**src/logic/piv_cfg.svh**
```systemverilog
`ifndef PIV_CFG_SVH
`define PIV_CFG_SVH

// Processor clock
`define PIV_CLK_PERIOD_NS     4

// Address request timing
`define PIV_ACK_TO_REQ_NS     2000
`define PIV_ACK_TO_REQ_CYC    ((`PIV_ACK_TO_REQ_NS + `PIV_CLK_PERIOD_NS - 1) \
                               / `PIV_CLK_PERIOD_NS)
`define PIV_REQ_WIDTH_NS      750
`define PIV_REQ_WIDTH_CYC     (`PIV_REQ_WIDTH_NS / `PIV_CLK_PERIOD_NS)

// Vector locations
`define PIV_VEC_RESTART       16'h0000
`define PIV_VEC_POWER         16'h001C
`define PIV_VEC_CONSOLE       16'h001E
`define PIV_VEC_LINE_ONE      16'h0002
`define PIV_VEC_LINE_TWO      16'h0006
`define PIV_VEC_RTC_CLOCK     16'h0018
`define PIV_VEC_RTC_SYNC      16'h001A
`define PIV_VEC_WORD_ALT      16'h0022
`define PIV_VEC_EOB_ALT       16'h0026
`define PIV_VEC_OFFSET        16'h0100

// Register offsets
`define PIV_REG_CTRL          8'h00
`define PIV_REG_STATUS        8'h04
`define PIV_REG_VECTOR        8'h08

// Control fields
`define PIV_CTRL_GIE          0
`define PIV_CTRL_OFFSET       1
`define PIV_CTRL_RELOCATE     2
`define PIV_CTRL_DUPLEX       3
`define PIV_CTRL_AUTOLOAD     4
`define PIV_CTRL_WIDTH        4
`define PIV_CTRL_RESET        4'h0

`endif

```
**src/logic/piv_pkg.sv**
```systemverilog
package piv_pkg;

   typedef enum logic [1:0] {
      ST_IDLE,
      ST_ACK_WAIT,
      ST_ADDR_REQ,
      ST_SERVICE
   } piv_state_type;

   typedef enum logic [3:0] {
      SRC_NONE,
      SRC_POWER,
      SRC_CONSOLE,
      SRC_LINE_ONE,
      SRC_LINE_TWO,
      SRC_RTC_SYNC,
      SRC_RTC_CLOCK,
      SRC_EOB_A,
      SRC_WORD_A,
      SRC_EOB_B,
      SRC_WORD_B,
      SRC_CHAIN
   } piv_src_type;

endpackage

```
**src/logic/piv_sync.sv**
```systemverilog
`timescale 1ns/10ps

module piv_sync #(
   parameter int WIDTH = 1
) (
   input  wire logic             mclk_i,
   input  wire logic             rst_b_i,
   input  wire logic [WIDTH-1:0] async_i,
   input  wire logic [WIDTH-1:0] reset_val_i,
   output logic      [WIDTH-1:0] sync_o
);

   logic [WIDTH-1:0] stage1;
   logic [WIDTH-1:0] stage2;

   // Two-flop synchroniser; flops hold pin XOR idle level, so reset reads idle
   always_ff @(posedge mclk_i or negedge rst_b_i) begin
      if (!rst_b_i) begin
         stage1 <= '0;
         stage2 <= '0;
      end else begin
         stage1 <= async_i ^ reset_val_i;
         stage2 <= stage1;
      end
   end

   assign sync_o = stage2 ^ reset_val_i;

endmodule // piv_sync

```
**src/logic/piv_top.sv**
```systemverilog
`timescale 1ns/10ps
`include "piv_cfg.svh"

module piv_top (
   input  wire logic        mclk_i,
   input  wire logic        rst_b_i,
   // Classic Wishbone slave
   input  wire logic        wb_cyc_i,
   input  wire logic        wb_stb_i,
   input  wire logic        wb_we_i,
   input  wire logic [7:0]  wb_adr_i,
   input  wire logic [3:0]  wb_sel_i,
   input  wire logic [31:0] wb_dat_i,
   output logic      [31:0] wb_dat_o,
   output logic             wb_ack_o,
   // Pins
   input  wire logic        power_low_i,
   input  wire logic        console_switch_i,
   input  wire logic        direct_line_one_b_i,
   input  wire logic        direct_line_two_b_i,
   input  wire logic        chained_request_b_i,
   input  wire logic [15:0] vector_bus_i,
   output logic             priority_pass_out_b_o,
   output logic             address_request_b_o,
   output logic             interrupt_ack_b_o,
   // Processor side, same clock
   input  wire logic        instr_boundary_i,
   input  wire logic        service_done_i,
   input  wire logic        trap_instruction_i,
   input  wire logic        halt_i,
   input  wire logic        rtc_clock_i,
   input  wire logic        rtc_sync_i,
   input  wire logic [1:0]  tty_word_i,
   input  wire logic [1:0]  tty_eob_i,
   output logic [15:0]      vector_addr_o,
   output logic             vector_valid_o,
   output logic             restart_o,
   output logic             autoload_o,
   output logic             run_mode_o
);

   ////////////////////////////////////////////////////////////////////////
   // Pin synchronisers

   logic [20:0] pin_sync;
   logic        power_low;
   logic        console_sw;
   logic        line_one;
   logic        line_two;
   logic        chain_req;
   logic [15:0] vector_bus;

   piv_sync #(
      .WIDTH (21)
   ) u_sync (
      .mclk_i      (mclk_i),
      .rst_b_i     (rst_b_i),
      .async_i     ({power_low_i, console_switch_i, direct_line_one_b_i,
                     direct_line_two_b_i, chained_request_b_i,
                     vector_bus_i}),
      .reset_val_i (21'h07_0000),
      .sync_o      (pin_sync)
   );

   assign power_low  = pin_sync[20];
   assign console_sw = pin_sync[19];
   assign line_one   = ~pin_sync[18];
   assign line_two   = ~pin_sync[17];
   assign chain_req  = ~pin_sync[16];
   assign vector_bus = pin_sync[15:0];

   ////////////////////////////////////////////////////////////////////////
   // State

   piv_pkg::piv_state_type state;
   piv_pkg::piv_state_type next_state;
   piv_pkg::piv_src_type   src;
   piv_pkg::piv_src_type   next_src;

   logic [`PIV_CTRL_WIDTH-1:0] ctrl;
   logic [7:0]  pend;
   logic [7:0]  pend_set;
   logic [7:0]  pend_clr;
   logic        power_low_d;
   logic        console_sw_d;
   logic        autoload_req;
   logic [9:0]  cnt;
   logic [15:0] last_vector;

   wire gie      = ctrl[`PIV_CTRL_GIE];
   wire offset   = ctrl[`PIV_CTRL_OFFSET];
   wire relocate = ctrl[`PIV_CTRL_RELOCATE];
   wire duplex   = ctrl[`PIV_CTRL_DUPLEX];

   ////////////////////////////////////////////////////////////////////////
   // Pending sources
   // Bits: 0 power, 1 console/trap, 2 rtc sync, 3 rtc clock,
   //       4 eob a, 5 word a, 6 eob b, 7 word b

   wire power_fall   = power_low_d & ~power_low;
   wire power_rise   = power_low & ~power_low_d;
   wire console_rise = console_sw & ~console_sw_d & run_mode_o;

   assign pend_set = {tty_word_i[1] & duplex,
                      tty_eob_i[1] & duplex,
                      tty_word_i[0],
                      tty_eob_i[0],
                      rtc_clock_i,
                      rtc_sync_i,
                      console_rise | trap_instruction_i,
                      power_rise};

   ////////////////////////////////////////////////////////////////////////
   // Arbitration

   wire take = (state == piv_pkg::ST_IDLE) & instr_boundary_i & gie
               & run_mode_o & ~power_fall & ~autoload_req;

   // Fixed order; chain taken only when nothing above it waits
   assign next_src =
      pend[0]   ? piv_pkg::SRC_POWER     :
      pend[1]   ? piv_pkg::SRC_CONSOLE   :
      line_one  ? piv_pkg::SRC_LINE_ONE  :
      line_two  ? piv_pkg::SRC_LINE_TWO  :
      pend[2]   ? piv_pkg::SRC_RTC_SYNC  :
      pend[3]   ? piv_pkg::SRC_RTC_CLOCK :
      pend[4]   ? piv_pkg::SRC_EOB_A     :
      pend[5]   ? piv_pkg::SRC_WORD_A    :
      pend[6]   ? piv_pkg::SRC_EOB_B     :
      pend[7]   ? piv_pkg::SRC_WORD_B    :
      chain_req ? piv_pkg::SRC_CHAIN     :
                  piv_pkg::SRC_NONE;

   wire granted = take & (next_src != piv_pkg::SRC_NONE);

   assign pend_clr = {8{granted}} & {
      next_src == piv_pkg::SRC_WORD_B,
      next_src == piv_pkg::SRC_EOB_B,
      next_src == piv_pkg::SRC_WORD_A,
      next_src == piv_pkg::SRC_EOB_A,
      next_src == piv_pkg::SRC_RTC_CLOCK,
      next_src == piv_pkg::SRC_RTC_SYNC,
      next_src == piv_pkg::SRC_CONSOLE,
      next_src == piv_pkg::SRC_POWER};

   ////////////////////////////////////////////////////////////////////////
   // Vector generation

   wire [15:0] word_vec = relocate ? `PIV_VEC_WORD_ALT
                                   : `PIV_VEC_LINE_ONE;
   wire [15:0] eob_vec  = relocate ? `PIV_VEC_EOB_ALT
                                   : `PIV_VEC_LINE_TWO;

   // Second channel takes the other pair in full duplex
   wire [15:0] word_b_vec = relocate ? `PIV_VEC_LINE_ONE
                                     : `PIV_VEC_WORD_ALT;
   wire [15:0] eob_b_vec  = relocate ? `PIV_VEC_LINE_TWO
                                     : `PIV_VEC_EOB_ALT;

   wire [15:0] base_vec =
      (next_src == piv_pkg::SRC_POWER)     ? `PIV_VEC_POWER     :
      (next_src == piv_pkg::SRC_CONSOLE)   ? `PIV_VEC_CONSOLE   :
      (next_src == piv_pkg::SRC_LINE_ONE)  ? `PIV_VEC_LINE_ONE  :
      (next_src == piv_pkg::SRC_LINE_TWO)  ? `PIV_VEC_LINE_TWO  :
      (next_src == piv_pkg::SRC_RTC_SYNC)  ? `PIV_VEC_RTC_SYNC  :
      (next_src == piv_pkg::SRC_RTC_CLOCK) ? `PIV_VEC_RTC_CLOCK :
      (next_src == piv_pkg::SRC_EOB_A)     ? eob_vec            :
      (next_src == piv_pkg::SRC_WORD_A)    ? word_vec           :
      (next_src == piv_pkg::SRC_EOB_B)     ? eob_b_vec          :
      (next_src == piv_pkg::SRC_WORD_B)    ? word_b_vec         :
                                             `PIV_VEC_RESTART;

   wire [15:0] internal_vec = offset ? (base_vec | `PIV_VEC_OFFSET)
                                     : base_vec;

   ////////////////////////////////////////////////////////////////////////
   // Sequencer

   wire ack_wait_end = (cnt == 10'(`PIV_ACK_TO_REQ_CYC - 1));
   wire req_end      = (cnt == 10'(`PIV_REQ_WIDTH_CYC - 1));

   always_comb begin
      next_state = state;
      case (state)
         piv_pkg::ST_IDLE: begin
            if (granted) begin
               if (next_src == piv_pkg::SRC_CHAIN) begin
                  next_state = piv_pkg::ST_ACK_WAIT;
               end else begin
                  next_state = piv_pkg::ST_SERVICE;
               end
            end
         end
         piv_pkg::ST_ACK_WAIT: begin
            if (ack_wait_end) begin
               next_state = piv_pkg::ST_ADDR_REQ;
            end
         end
         piv_pkg::ST_ADDR_REQ: begin
            if (req_end) begin
               next_state = piv_pkg::ST_SERVICE;
            end
         end
         piv_pkg::ST_SERVICE: begin
            if (service_done_i) begin
               next_state = piv_pkg::ST_IDLE;
            end
         end
         default: begin
            next_state = piv_pkg::ST_IDLE;
         end
      endcase
   end

   // Processor blocks the chain while serving anything above it
   wire busy_above = (state != piv_pkg::ST_IDLE) & (src != piv_pkg::SRC_CHAIN);
   wire next_pass_b = busy_above | (|pend) | line_one | line_two
                      | granted & (next_src != piv_pkg::SRC_CHAIN);

   always_ff @(posedge mclk_i or negedge rst_b_i) begin
      if (!rst_b_i) begin
         state <= piv_pkg::ST_IDLE;
         src   <= piv_pkg::SRC_NONE;
         cnt   <= 10'h000;
      end else if (power_fall | autoload_req) begin
         state <= piv_pkg::ST_IDLE;
         src   <= piv_pkg::SRC_NONE;
         cnt   <= 10'h000;
      end else begin
         state <= next_state;
         if (granted) begin
            src <= next_src;
         end
         cnt <= (next_state != state) ? 10'h000 : cnt + 10'h001;
      end
   end

   always_ff @(posedge mclk_i or negedge rst_b_i) begin
      if (!rst_b_i) begin
         pend         <= 8'h00;
         power_low_d  <= 1'b0;
         console_sw_d <= 1'b0;
      end else begin
         power_low_d  <= power_low;
         console_sw_d <= console_sw;
         if (power_fall) begin
            pend <= 8'h00;
         end else begin
            pend <= pend_set | (pend & ~pend_clr);
         end
      end
   end

   ////////////////////////////////////////////////////////////////////////
   // Processor and link outputs

   always_ff @(posedge mclk_i or negedge rst_b_i) begin
      if (!rst_b_i) begin
         vector_addr_o         <= `PIV_VEC_RESTART;
         vector_valid_o        <= 1'b0;
         restart_o             <= 1'b0;
         autoload_o            <= 1'b0;
         run_mode_o            <= 1'b0;
         interrupt_ack_b_o     <= 1'b1;
         address_request_b_o   <= 1'b1;
         priority_pass_out_b_o <= 1'b1;
         last_vector           <= `PIV_VEC_RESTART;
      end else begin
         vector_valid_o        <= 1'b0;
         restart_o             <= power_fall | autoload_req;
         autoload_o            <= autoload_req;
         priority_pass_out_b_o <= next_pass_b;
         interrupt_ack_b_o     <= (next_state == piv_pkg::ST_IDLE);
         address_request_b_o   <= (next_state != piv_pkg::ST_ADDR_REQ);
         if (power_fall | autoload_req) begin
            vector_addr_o         <= `PIV_VEC_RESTART;
            run_mode_o            <= 1'b1;
            interrupt_ack_b_o     <= 1'b1;
            address_request_b_o   <= 1'b1;
            priority_pass_out_b_o <= 1'b1;
         end else if (granted & (next_src != piv_pkg::SRC_CHAIN)) begin
            vector_addr_o  <= internal_vec;
            last_vector    <= internal_vec;
            vector_valid_o <= 1'b1;
         end else if ((state == piv_pkg::ST_ADDR_REQ) & req_end) begin
            vector_addr_o  <= vector_bus;
            last_vector    <= vector_bus;
            vector_valid_o <= 1'b1;
         end else if (halt_i) begin
            run_mode_o <= 1'b0;
         end
      end
   end

   ////////////////////////////////////////////////////////////////////////
   // Register slave

   wire        wb_req   = wb_cyc_i & wb_stb_i & ~wb_ack_o;
   wire        hit_ctrl = (wb_adr_i == `PIV_REG_CTRL);
   wire        hit_stat = (wb_adr_i == `PIV_REG_STATUS);
   wire        hit_vec  = (wb_adr_i == `PIV_REG_VECTOR);
   // Write lands at the ack edge, while the master still holds the request
   wire        ctrl_wr  = wb_cyc_i & wb_stb_i & wb_ack_o & wb_we_i & hit_ctrl
                          & wb_sel_i[0];
   wire [31:0] status_word = {16'h0000, 2'(state), 1'b0, run_mode_o,
                              chain_req, line_two, line_one, 1'b0, pend};
   wire [31:0] read_word =
      hit_ctrl ? {28'h000_0000, ctrl} :
      hit_stat ? status_word          :
      hit_vec  ? {16'h0000, last_vector} :
                 32'h0000_0000;

   always_ff @(posedge mclk_i or negedge rst_b_i) begin
      if (!rst_b_i) begin
         wb_ack_o     <= 1'b0;
         wb_dat_o     <= 32'h0000_0000;
         ctrl         <= `PIV_CTRL_RESET;
         autoload_req <= 1'b0;
      end else begin
         wb_ack_o     <= wb_req;
         wb_dat_o     <= (wb_req & ~wb_we_i) ? read_word : 32'h0000_0000;
         autoload_req <= ctrl_wr & wb_dat_i[`PIV_CTRL_AUTOLOAD];
         if (ctrl_wr) begin
            ctrl <= wb_dat_i[`PIV_CTRL_WIDTH-1:0];
         end
      end
   end

endmodule // piv_top

```
**config.mk**
```make
export PLATFORM = sky130hd
export DESIGN_NAME = piv_top
export DESIGN_NICKNAME = d
export VERILOG_FILES = /design/src/logic/piv_pkg.sv /design/src/logic/piv_sync.sv /design/src/logic/piv_top.sv
export VERILOG_INCLUDE_DIRS = /design/src /design/src/logic
export SDC_FILE = /design/constraint.sdc
export NUM_CORES = 1
export LEC_CHECK = 0
export ABC_AREA = 1
export BUFFER_PORTS_ARGS = -buffer_cell sky130_fd_sc_hd__buf_2
export CORE_ASPECT_RATIO = 0.75
export CORE_UTILIZATION = 35
export DETAILED_ROUTE_END_ITERATION = 6
export RECOVER_POWER = 100
export REMOVE_ABC_BUFFERS = 1
export SLEW_MARGIN = 10
export SYNTH_ARGS = -nofsm -noshare
export SYNTH_HDL_FRONTEND = slang
export SYNTH_SLANG_ARGS = --single-unit
```
**constraint.sdc**
```tcl
create_clock -name mclk_i -period 1.9 [get_ports mclk_i]
set_input_delay 0.19 -clock mclk_i [delete_from_list [all_inputs] [get_ports mclk_i]]
set_output_delay 0.19 -clock mclk_i [all_outputs]
set_load 0.01 [all_outputs]
```
==> results of run 1 <==
-- layout make-up --
cell class	instances	share of cell area, %
clock buffers	17	5.69
flip-flops and latches	129	43.2
clock inverters	15	3.38
well taps	200	3.35
repair buffers	184	16.4
inverters	53	2.76
multi-input cells	342	25.2
-- report_power, final --
| part | internal [uW] | switching (uW) |
|---|---|---|
| registers | 2900 | 79.3 |
| clock network | 2480 | 1280 |
| logic | 442 | 670 |
-- critical path, cell delays in order, from the launching register on --
cell and delay (ns):
dfrtp_1 0.41, or2_1 0.26, nand2_1 0.09, a21oi_2 0.05, nor2_1 0.11, nand2_2 0.09
nand2_4 0.09, inv_6 0.05, nor2_4 0.14, nand2_4 0.09, nand3b_4 0.15, nand2_4 0.10
nor2_8 0.14, buf_12 0.15, nand2_1 0.06, nand2_1 0.06
-- cell families (layout without fill, tap and decap cells) --
logic type | Yosys count | after routing | synth area share [%]
and+or+nand+nor | 255 | 257 | 22.6
DFF | 129 | 129 | 62.1
buffers and inverters | 78 | 269 | 7.09
AOI/OAI and AO/OA | 63 | 63 | 6.87
muxes | 3 | 3 | 0.649
adders and majority gates | 2 | 2 | 0.480
other | 1 | 16 | 0.0720
xor gates and xnor gates | 1 | 1 | 0.168
-- sequential cells by signal, summed over array words and instances (netlist names), 2 cells and up --
register       cells
src                4
state              2
last_vector       16
ctrl               4
vector_addr_o     16
wb_dat_o          16
u_sync.stage1     21
cnt               10
pend               8
u_sync.stage2     21
-- cell usage after synthesis --
library cell,instances,area [um2]
mux2_2,3,33.8
o31ai_1,2,15.0
dfrtp_1,126,3150
or2_2,1,6.26
a221oi_1,2,17.5
inv_2,2,7.51
or2_1,1,6.26
nand3_1,42,210
xor2_1,1,8.76
nand3b_4,1,20.0
nor3_1,3,15.0
a21oi_2,1,8.76
clkbuf_1,4,15.0
buf_1,1,3.75
buf_6,1,11.3
nor2_2,5,31.3
nand2_1,133,499
clkinv_1,2,7.51
nor2_1,38,143
a31oi_1,5,31.3
nand4_1,10,62.6
nor4_1,5,31.3
a21oi_1,25,125
inv_4,1,6.26
nand2_4,2,22.5
nor2_4,1,11.3
nor2_8,1,20.0
a211oi_1,7,52.6
nor3_2,3,30.0
inv_1,48,180
nor3_4,1,16.3
conb_1,1,3.75
o21ai_1,1,5.00
nand3b_1,2,15.0
o211ai_1,1,7.51
o21ai_0,19,95.1
nand2_2,6,37.5
buf_4,17,128
ha_1,2,25.0
buf_2,2,10.0
dfstp_2,3,78.8
-- layout by cell type (no fill, tap or decap), types with 6 or more instances in the layout --
| master | n |
|---|---|
| bufinv_16 | 6 |
| nand3_1 | 40 |
| nand4_1 | 10 |
| dfrtp_1 | 126 |
| nor2_2 | 7 |
| nand2_4 | 11 |
| o21ai_0 | 15 |
| inv_1 | 47 |
| clkbuf_1 | 24 |
| dlygate4sd3_1 | 24 |
| conb_1 | 16 |
| buf_4 | 60 |
| nand2_2 | 21 |
| nand2_1 | 110 |
| a211oi_1 | 7 |
| a21oi_1 | 23 |
| inv_6 | 6 |
| buf_2 | 66 |
| clkbuf_16 | 18 |
| nor2_1 | 32 |
-- metal layers --
| layer | track usage [%] | vias up | wire [um] |
|---|---|---|---|
| met4 | 6.84 | 0 | 217 |
| met2 | 30.3 | 136 | 6260 |
| met3 | 4.27 | 22 | 631 |
| met5 | 0 | - | 0 |
| li1 | - | 2089 | - |
| met1 | 25.9 | 2129 | 6490 |
-- worst paths after layout --
path                                   startpoint           endpoint  slack, ns  depth (start not counted)
worst max-delay path                      pend[7]   vector_addr_o[1]      -0.20                         15
worst min-delay path                tty_word_i[0]            pend[5]      0.006                          3
worst min register to register  u_sync.stage1[11]  u_sync.stage2[11]       0.35                          0
max in group asynchronous                 rst_b_i             src[1]       0.26                          3
min in group asynchronous                 rst_b_i             cnt[4]       0.43                          2
worst max register to register            pend[7]   vector_addr_o[1]      -0.20                         15
-- per-stage QoR --
step | instances | worst slack, ns | utilization (%) | TNS (ns) | hold slack, ns
2_1_floorplan | 522 | -0.136 | - | -3.25 | -0.106
3_3_place_gp | 864 | -0.145 | 43.0 | -5.02 | 0.181
3_5_place_dp | 864 | -0.219 | 43.0 | -7.25 | 0.189
4_1_cts | 934 | -0.101 | 50.8 | -2.84 | 0.00434
5_1_grt | 940 | -0.326 | 51.6 | -15.65 | 0.00338
6_report | 940 | -0.204 | 51.6 | -6.43 | 0.00632
-- what timing repair did --
item,4_1_cts,5_1_grt
pin swaps,8,10
setup buffers,12,5
endpoints found under the hold margin,52,0
resized for setup,33,33
gates cloned,2,1
hold buffers,24,0
setup endpoints to repair,52,55
==> metrics.yaml, run 1 <==
numCtsBuffers: 17
slew_headroom_pct: 39.8
start_util_pct: 35.9
cts_max_path_buffers: 2
clk_latency_ns: 0.42
routed_wirelength_um: 13600
min_period_ns: 2.10
cts.root.buffer_cell: "clkbuf_16"
power_uw: 7850
run_status: "finished, violations left"
die_h_um: 108
finalClockSkew_ns: 0.00878
drive_gt1_share_pct: 32.4
antenna_found_initial: 0
antenna_cells: 0
nFillCells: 1355
violations: "setup timing"
io_pins: 136
cp.required_ns: 2.25
cp-end-kind: "flop"
multi_input_area_mm2: 0.00188
critPathArrivalTime_ns: 2.46
row_count: 38
fp.dieW_um: 143
first_global_vias: 4436
syn_area_per_cell_um2: 9.79
slew_viol_final: 0
cts_sinks: 129
placed_area_mm2: 0.00623
overflow: 0
worstPathMaxFanout: 7
grt_first_pass_wirelength_um: 22000
max_freq_mhz: 475
path_clk_slew_ns: 0.06
synthCells: 532
ant_nets: 0
seq_area_mm2: 0.00323
rsz0062_at_grt: "yes"
ys_ff_latch: 129
grt_max_degree: 44
syn_area_mm2: 0.00521
cts_tree: "built"
ys_seq_area_share_pct: 62.1
placeableCoreArea_mm2: 0.0145
design_area_mm2: 0.00748
power-per-cell-area_mw_per_mm2: 1050
finalSetupViolCount: 50
yosys_warnings: 0
h-tree-depth: 4
worst_pin_slew_ns: 0.903
worst_slack_ns: -0.204
synth_cell_types: 41
crit_type: "reg2reg"
peakVddDrop_mv: 0.655
gp_congestion: 0.922
route.detailed.drc: 0
hp-class: "in2reg"
finalCritPeriodShare_pct: 111
area_growth_pct: 43.6
crit_path_start_kind: "flop"
drtIter0Drc: 222
die_area_mm2: 0.0154
max_cap_violations: 0
p_leak_uw: 0.00374
vias: 4376
via_per_inst: 4.66
wl_per_cell_um: 14.5
dr.pass1.iters: 4
dp_hpwl_um: 9410
grt_use_total_pct: 19.2
finalHoldViolCount: 0
nets: 809
port_buffers: 89
No activity file was read; power rests on OpenSTA's default activity.
==> run 2, diff against run 1 <==
BUFFER_PORTS_ARGS = -buffer_cell sky130_fd_sc_hd__buf_4   (was -buffer_cell sky130_fd_sc_hd__buf_2)
==> run 2 against run 1 <==
Net effect: the flow still finishes with violations (setup timing); core utilization fell by 1.0 points; total power fell by 4.9%; critical path depth fell by 1; clock skew barely moved; cell count fell by 1.6%; hold slack improved by 0.0047 ns; clock-buffer cell count did not move; via count fell by 3.3%; critical path type unchanged; critical endpoint is now cnt[0]; largest cell class unchanged.
==> metrics.yaml, run 2 (synthesized netlist as in run 1, its figures left out) <==
clk_latency_ns: 0.42
grt_first_pass_wirelength_um: 21000
via_per_inst: 4.57
violations: "setup timing"
top_layer: "met4"
max_cap_violations: 0
hold_slack_ns: 0.0111
finalSetupViolCount: 47
grt_max_degree: 130
io_pins: 136
nets: 795
mostFrequentLayoutCells: "dfrtp_1 (126), nand2_1 (122), buf_4 (76)"
die_h_um: 108
finalCritPeriodShare_pct: 105
drtIter0Drc: 187
finalClockSkew_ns: 0.00856
die_area_mm2: 0.0154
power-per-cell-area_mw_per_mm2: 1020
row_count: 38
layout_commonest_cell: "dfrtp_1"
run_status: "finished, violations left"
top_regs: "u_sync.stage1 x21, u_sync.stage2 x21"
overflow: 0
dp_hpwl_um: 9130
crit_top_cell: "nand2_4"
slowest_stage: "dfrtp_1"
crit_path_start_kind: "flop"
design_area_mm2: 0.00733
cp.required_ns: 2.24
vias: 4230
slew_viol_final: 0
worst_slack_ns: -0.0908
crit_type: "reg2reg"
max_freq_mhz: 502
numCtsBuffers: 17
port_buffers: 89
ant_nets: 0
antenna_found_initial: 0
area_growth_pct: 40.7
cp-end-kind: "flop"
drive_gt1_share_pct: 26.2
holdCritStartpoint: "wb_dat_i[0]"
min_period_ns: 1.99
h-tree-depth: 4
slew_headroom_pct: 23.5
p_leak_uw: 0.00359
cts_max_path_buffers: 2
antenna_cells: 0
routed_wirelength_um: 12800
cp_num_buf_inv: 1
met3_length_um: 556
gp_congestion: 0.875
power_uw: 7460
grt_use_total_pct: 18.3
cts.root.buffer_cell: "clkbuf_16"
rsz0062_at_grt: "yes"
first_global_vias: 4309
placeableCoreArea_mm2: 0.0145
placed_area_mm2: 0.00645
startpoint: "pend[7]"
worst_path_largest_cell_delay_ns: 0.40
cp_top_family: "simple AND/OR/NAND/NOR gates"
worst_pin_slew_ns: 1.15
peakVddDrop_mv: 0.578
wl_per_cell_um: 13.9
route.detailed.drc: 0
start_util_pct: 35.9
dr.pass1.iters: 5
cts_sinks: 129
hp-class: "in2reg"
worstPathMaxFanout: 5
path_clk_slew_ns: 0.06
finalHoldViolCount: 0
r2r-start: "pend[7]"
critPathArrivalTime_ns: 2.33
crit_path_cell_trace: "or2_1, nand2_1, a21oi_1, nor2_1, nand2_2, nand2_4, inv_6, nor2_4, nand2_4, nand2_8, nand2_4, nand3b_1, nand2_4, nor2_1"
wl_met1_um: 6020
cts_tree: "built"
fp.dieW_um: 143
route.met2.wl_um: 6070
==> run 2: cell count changes in the layout (fill, tap and decap cells not counted), moves of 3 or more <==
cell and change:
nand2_2 -11, clkbuf_4 +19, nand2_1 +12, clkinv_2 +3, o21ai_1 +5, inv_6 -4
nor2_2 +4, buf_2 -66, clkinv_4 +4, buf_4 +16, o21ai_0 -3, clkbuf_1 +19
==> run 2: metrics by stage <==
step	TNS, ns	cells	utilization [%]	setup slack (ns)
final	-2.07	925	50.5	-0.0908
after global routing	-12.24	925	50.5	-0.263
after CTS	-1.45	923	51.2	-0.0731
after detailed placement	-5.21	864	44.5	-0.166
after global placement	-4.86	864	44.5	-0.141
after floorplan	-3.25	522	-	-0.136
==> run 2: power by group <==
| part | internal [uW] | leakage (uW) | total (uW) | switching, uW |
|---|---|---|---|---|
| clock | 2180 | 0.000302 | 3400 | 1210 |
| combinational | 430 | 0.00163 | 1090 | 660 |
| sequential | 2900 | 0.00166 | 2980 | 77.6 |
==> run 2: worst paths after layout <==
check | cells after the start | end | slack (ns)
hold reg to reg | 0 | u_sync.stage2[16] | 0.35
hold / removal | 2 | ctrl[0] | 0.01
min in group asynchronous | 3 | cnt[4] | 0.62
max in group asynchronous | 3 | u_sync.stage1[10] | 0.52
setup / recovery | 14 | cnt[0] | -0.09
setup reg to reg | 14 | cnt[0] | -0.09
==> run 2: what timing repair did <==
| action | in CTS | in global routing |
|---|---|---|
| setup buffers | 2 | 2 |
| pin swaps | 7 | 8 |
| hold buffers | 25 | 0 |
| endpoints found under the setup margin | 52 | 55 |
| resized for setup | 29 | 22 |
| cloned | 1 | 0 |
| hold endpoints to repair | 150 | 0 |
==> run 2: worst reg2reg max path, delay by kind of cell, from the launching register on <==
family	cells	cell delay (ns)
and+or+nand+nor	12	1.42
DFF	1	0.40
AOI/OAI and AO/OA	1	0.06
buffers and inverters	1	0.05
==> run 2: layout make-up <==
cell class	count	area, um2
clock buffers	17	425
clock inverters	14	191
fillers	1362	7170
inverters	53	211
multi-input cells	341	1790
flip-flops and latches	129	3230
well taps	200	250
repair buffers	171	1230
==> run 2: routing by layer <==
metal,global-route usage (%),vias to the layer above
li1,-,2066
met3,4.27,17
met2,29.3,113
met1,24.0,2034
met5,0,-
met4,6.99,0
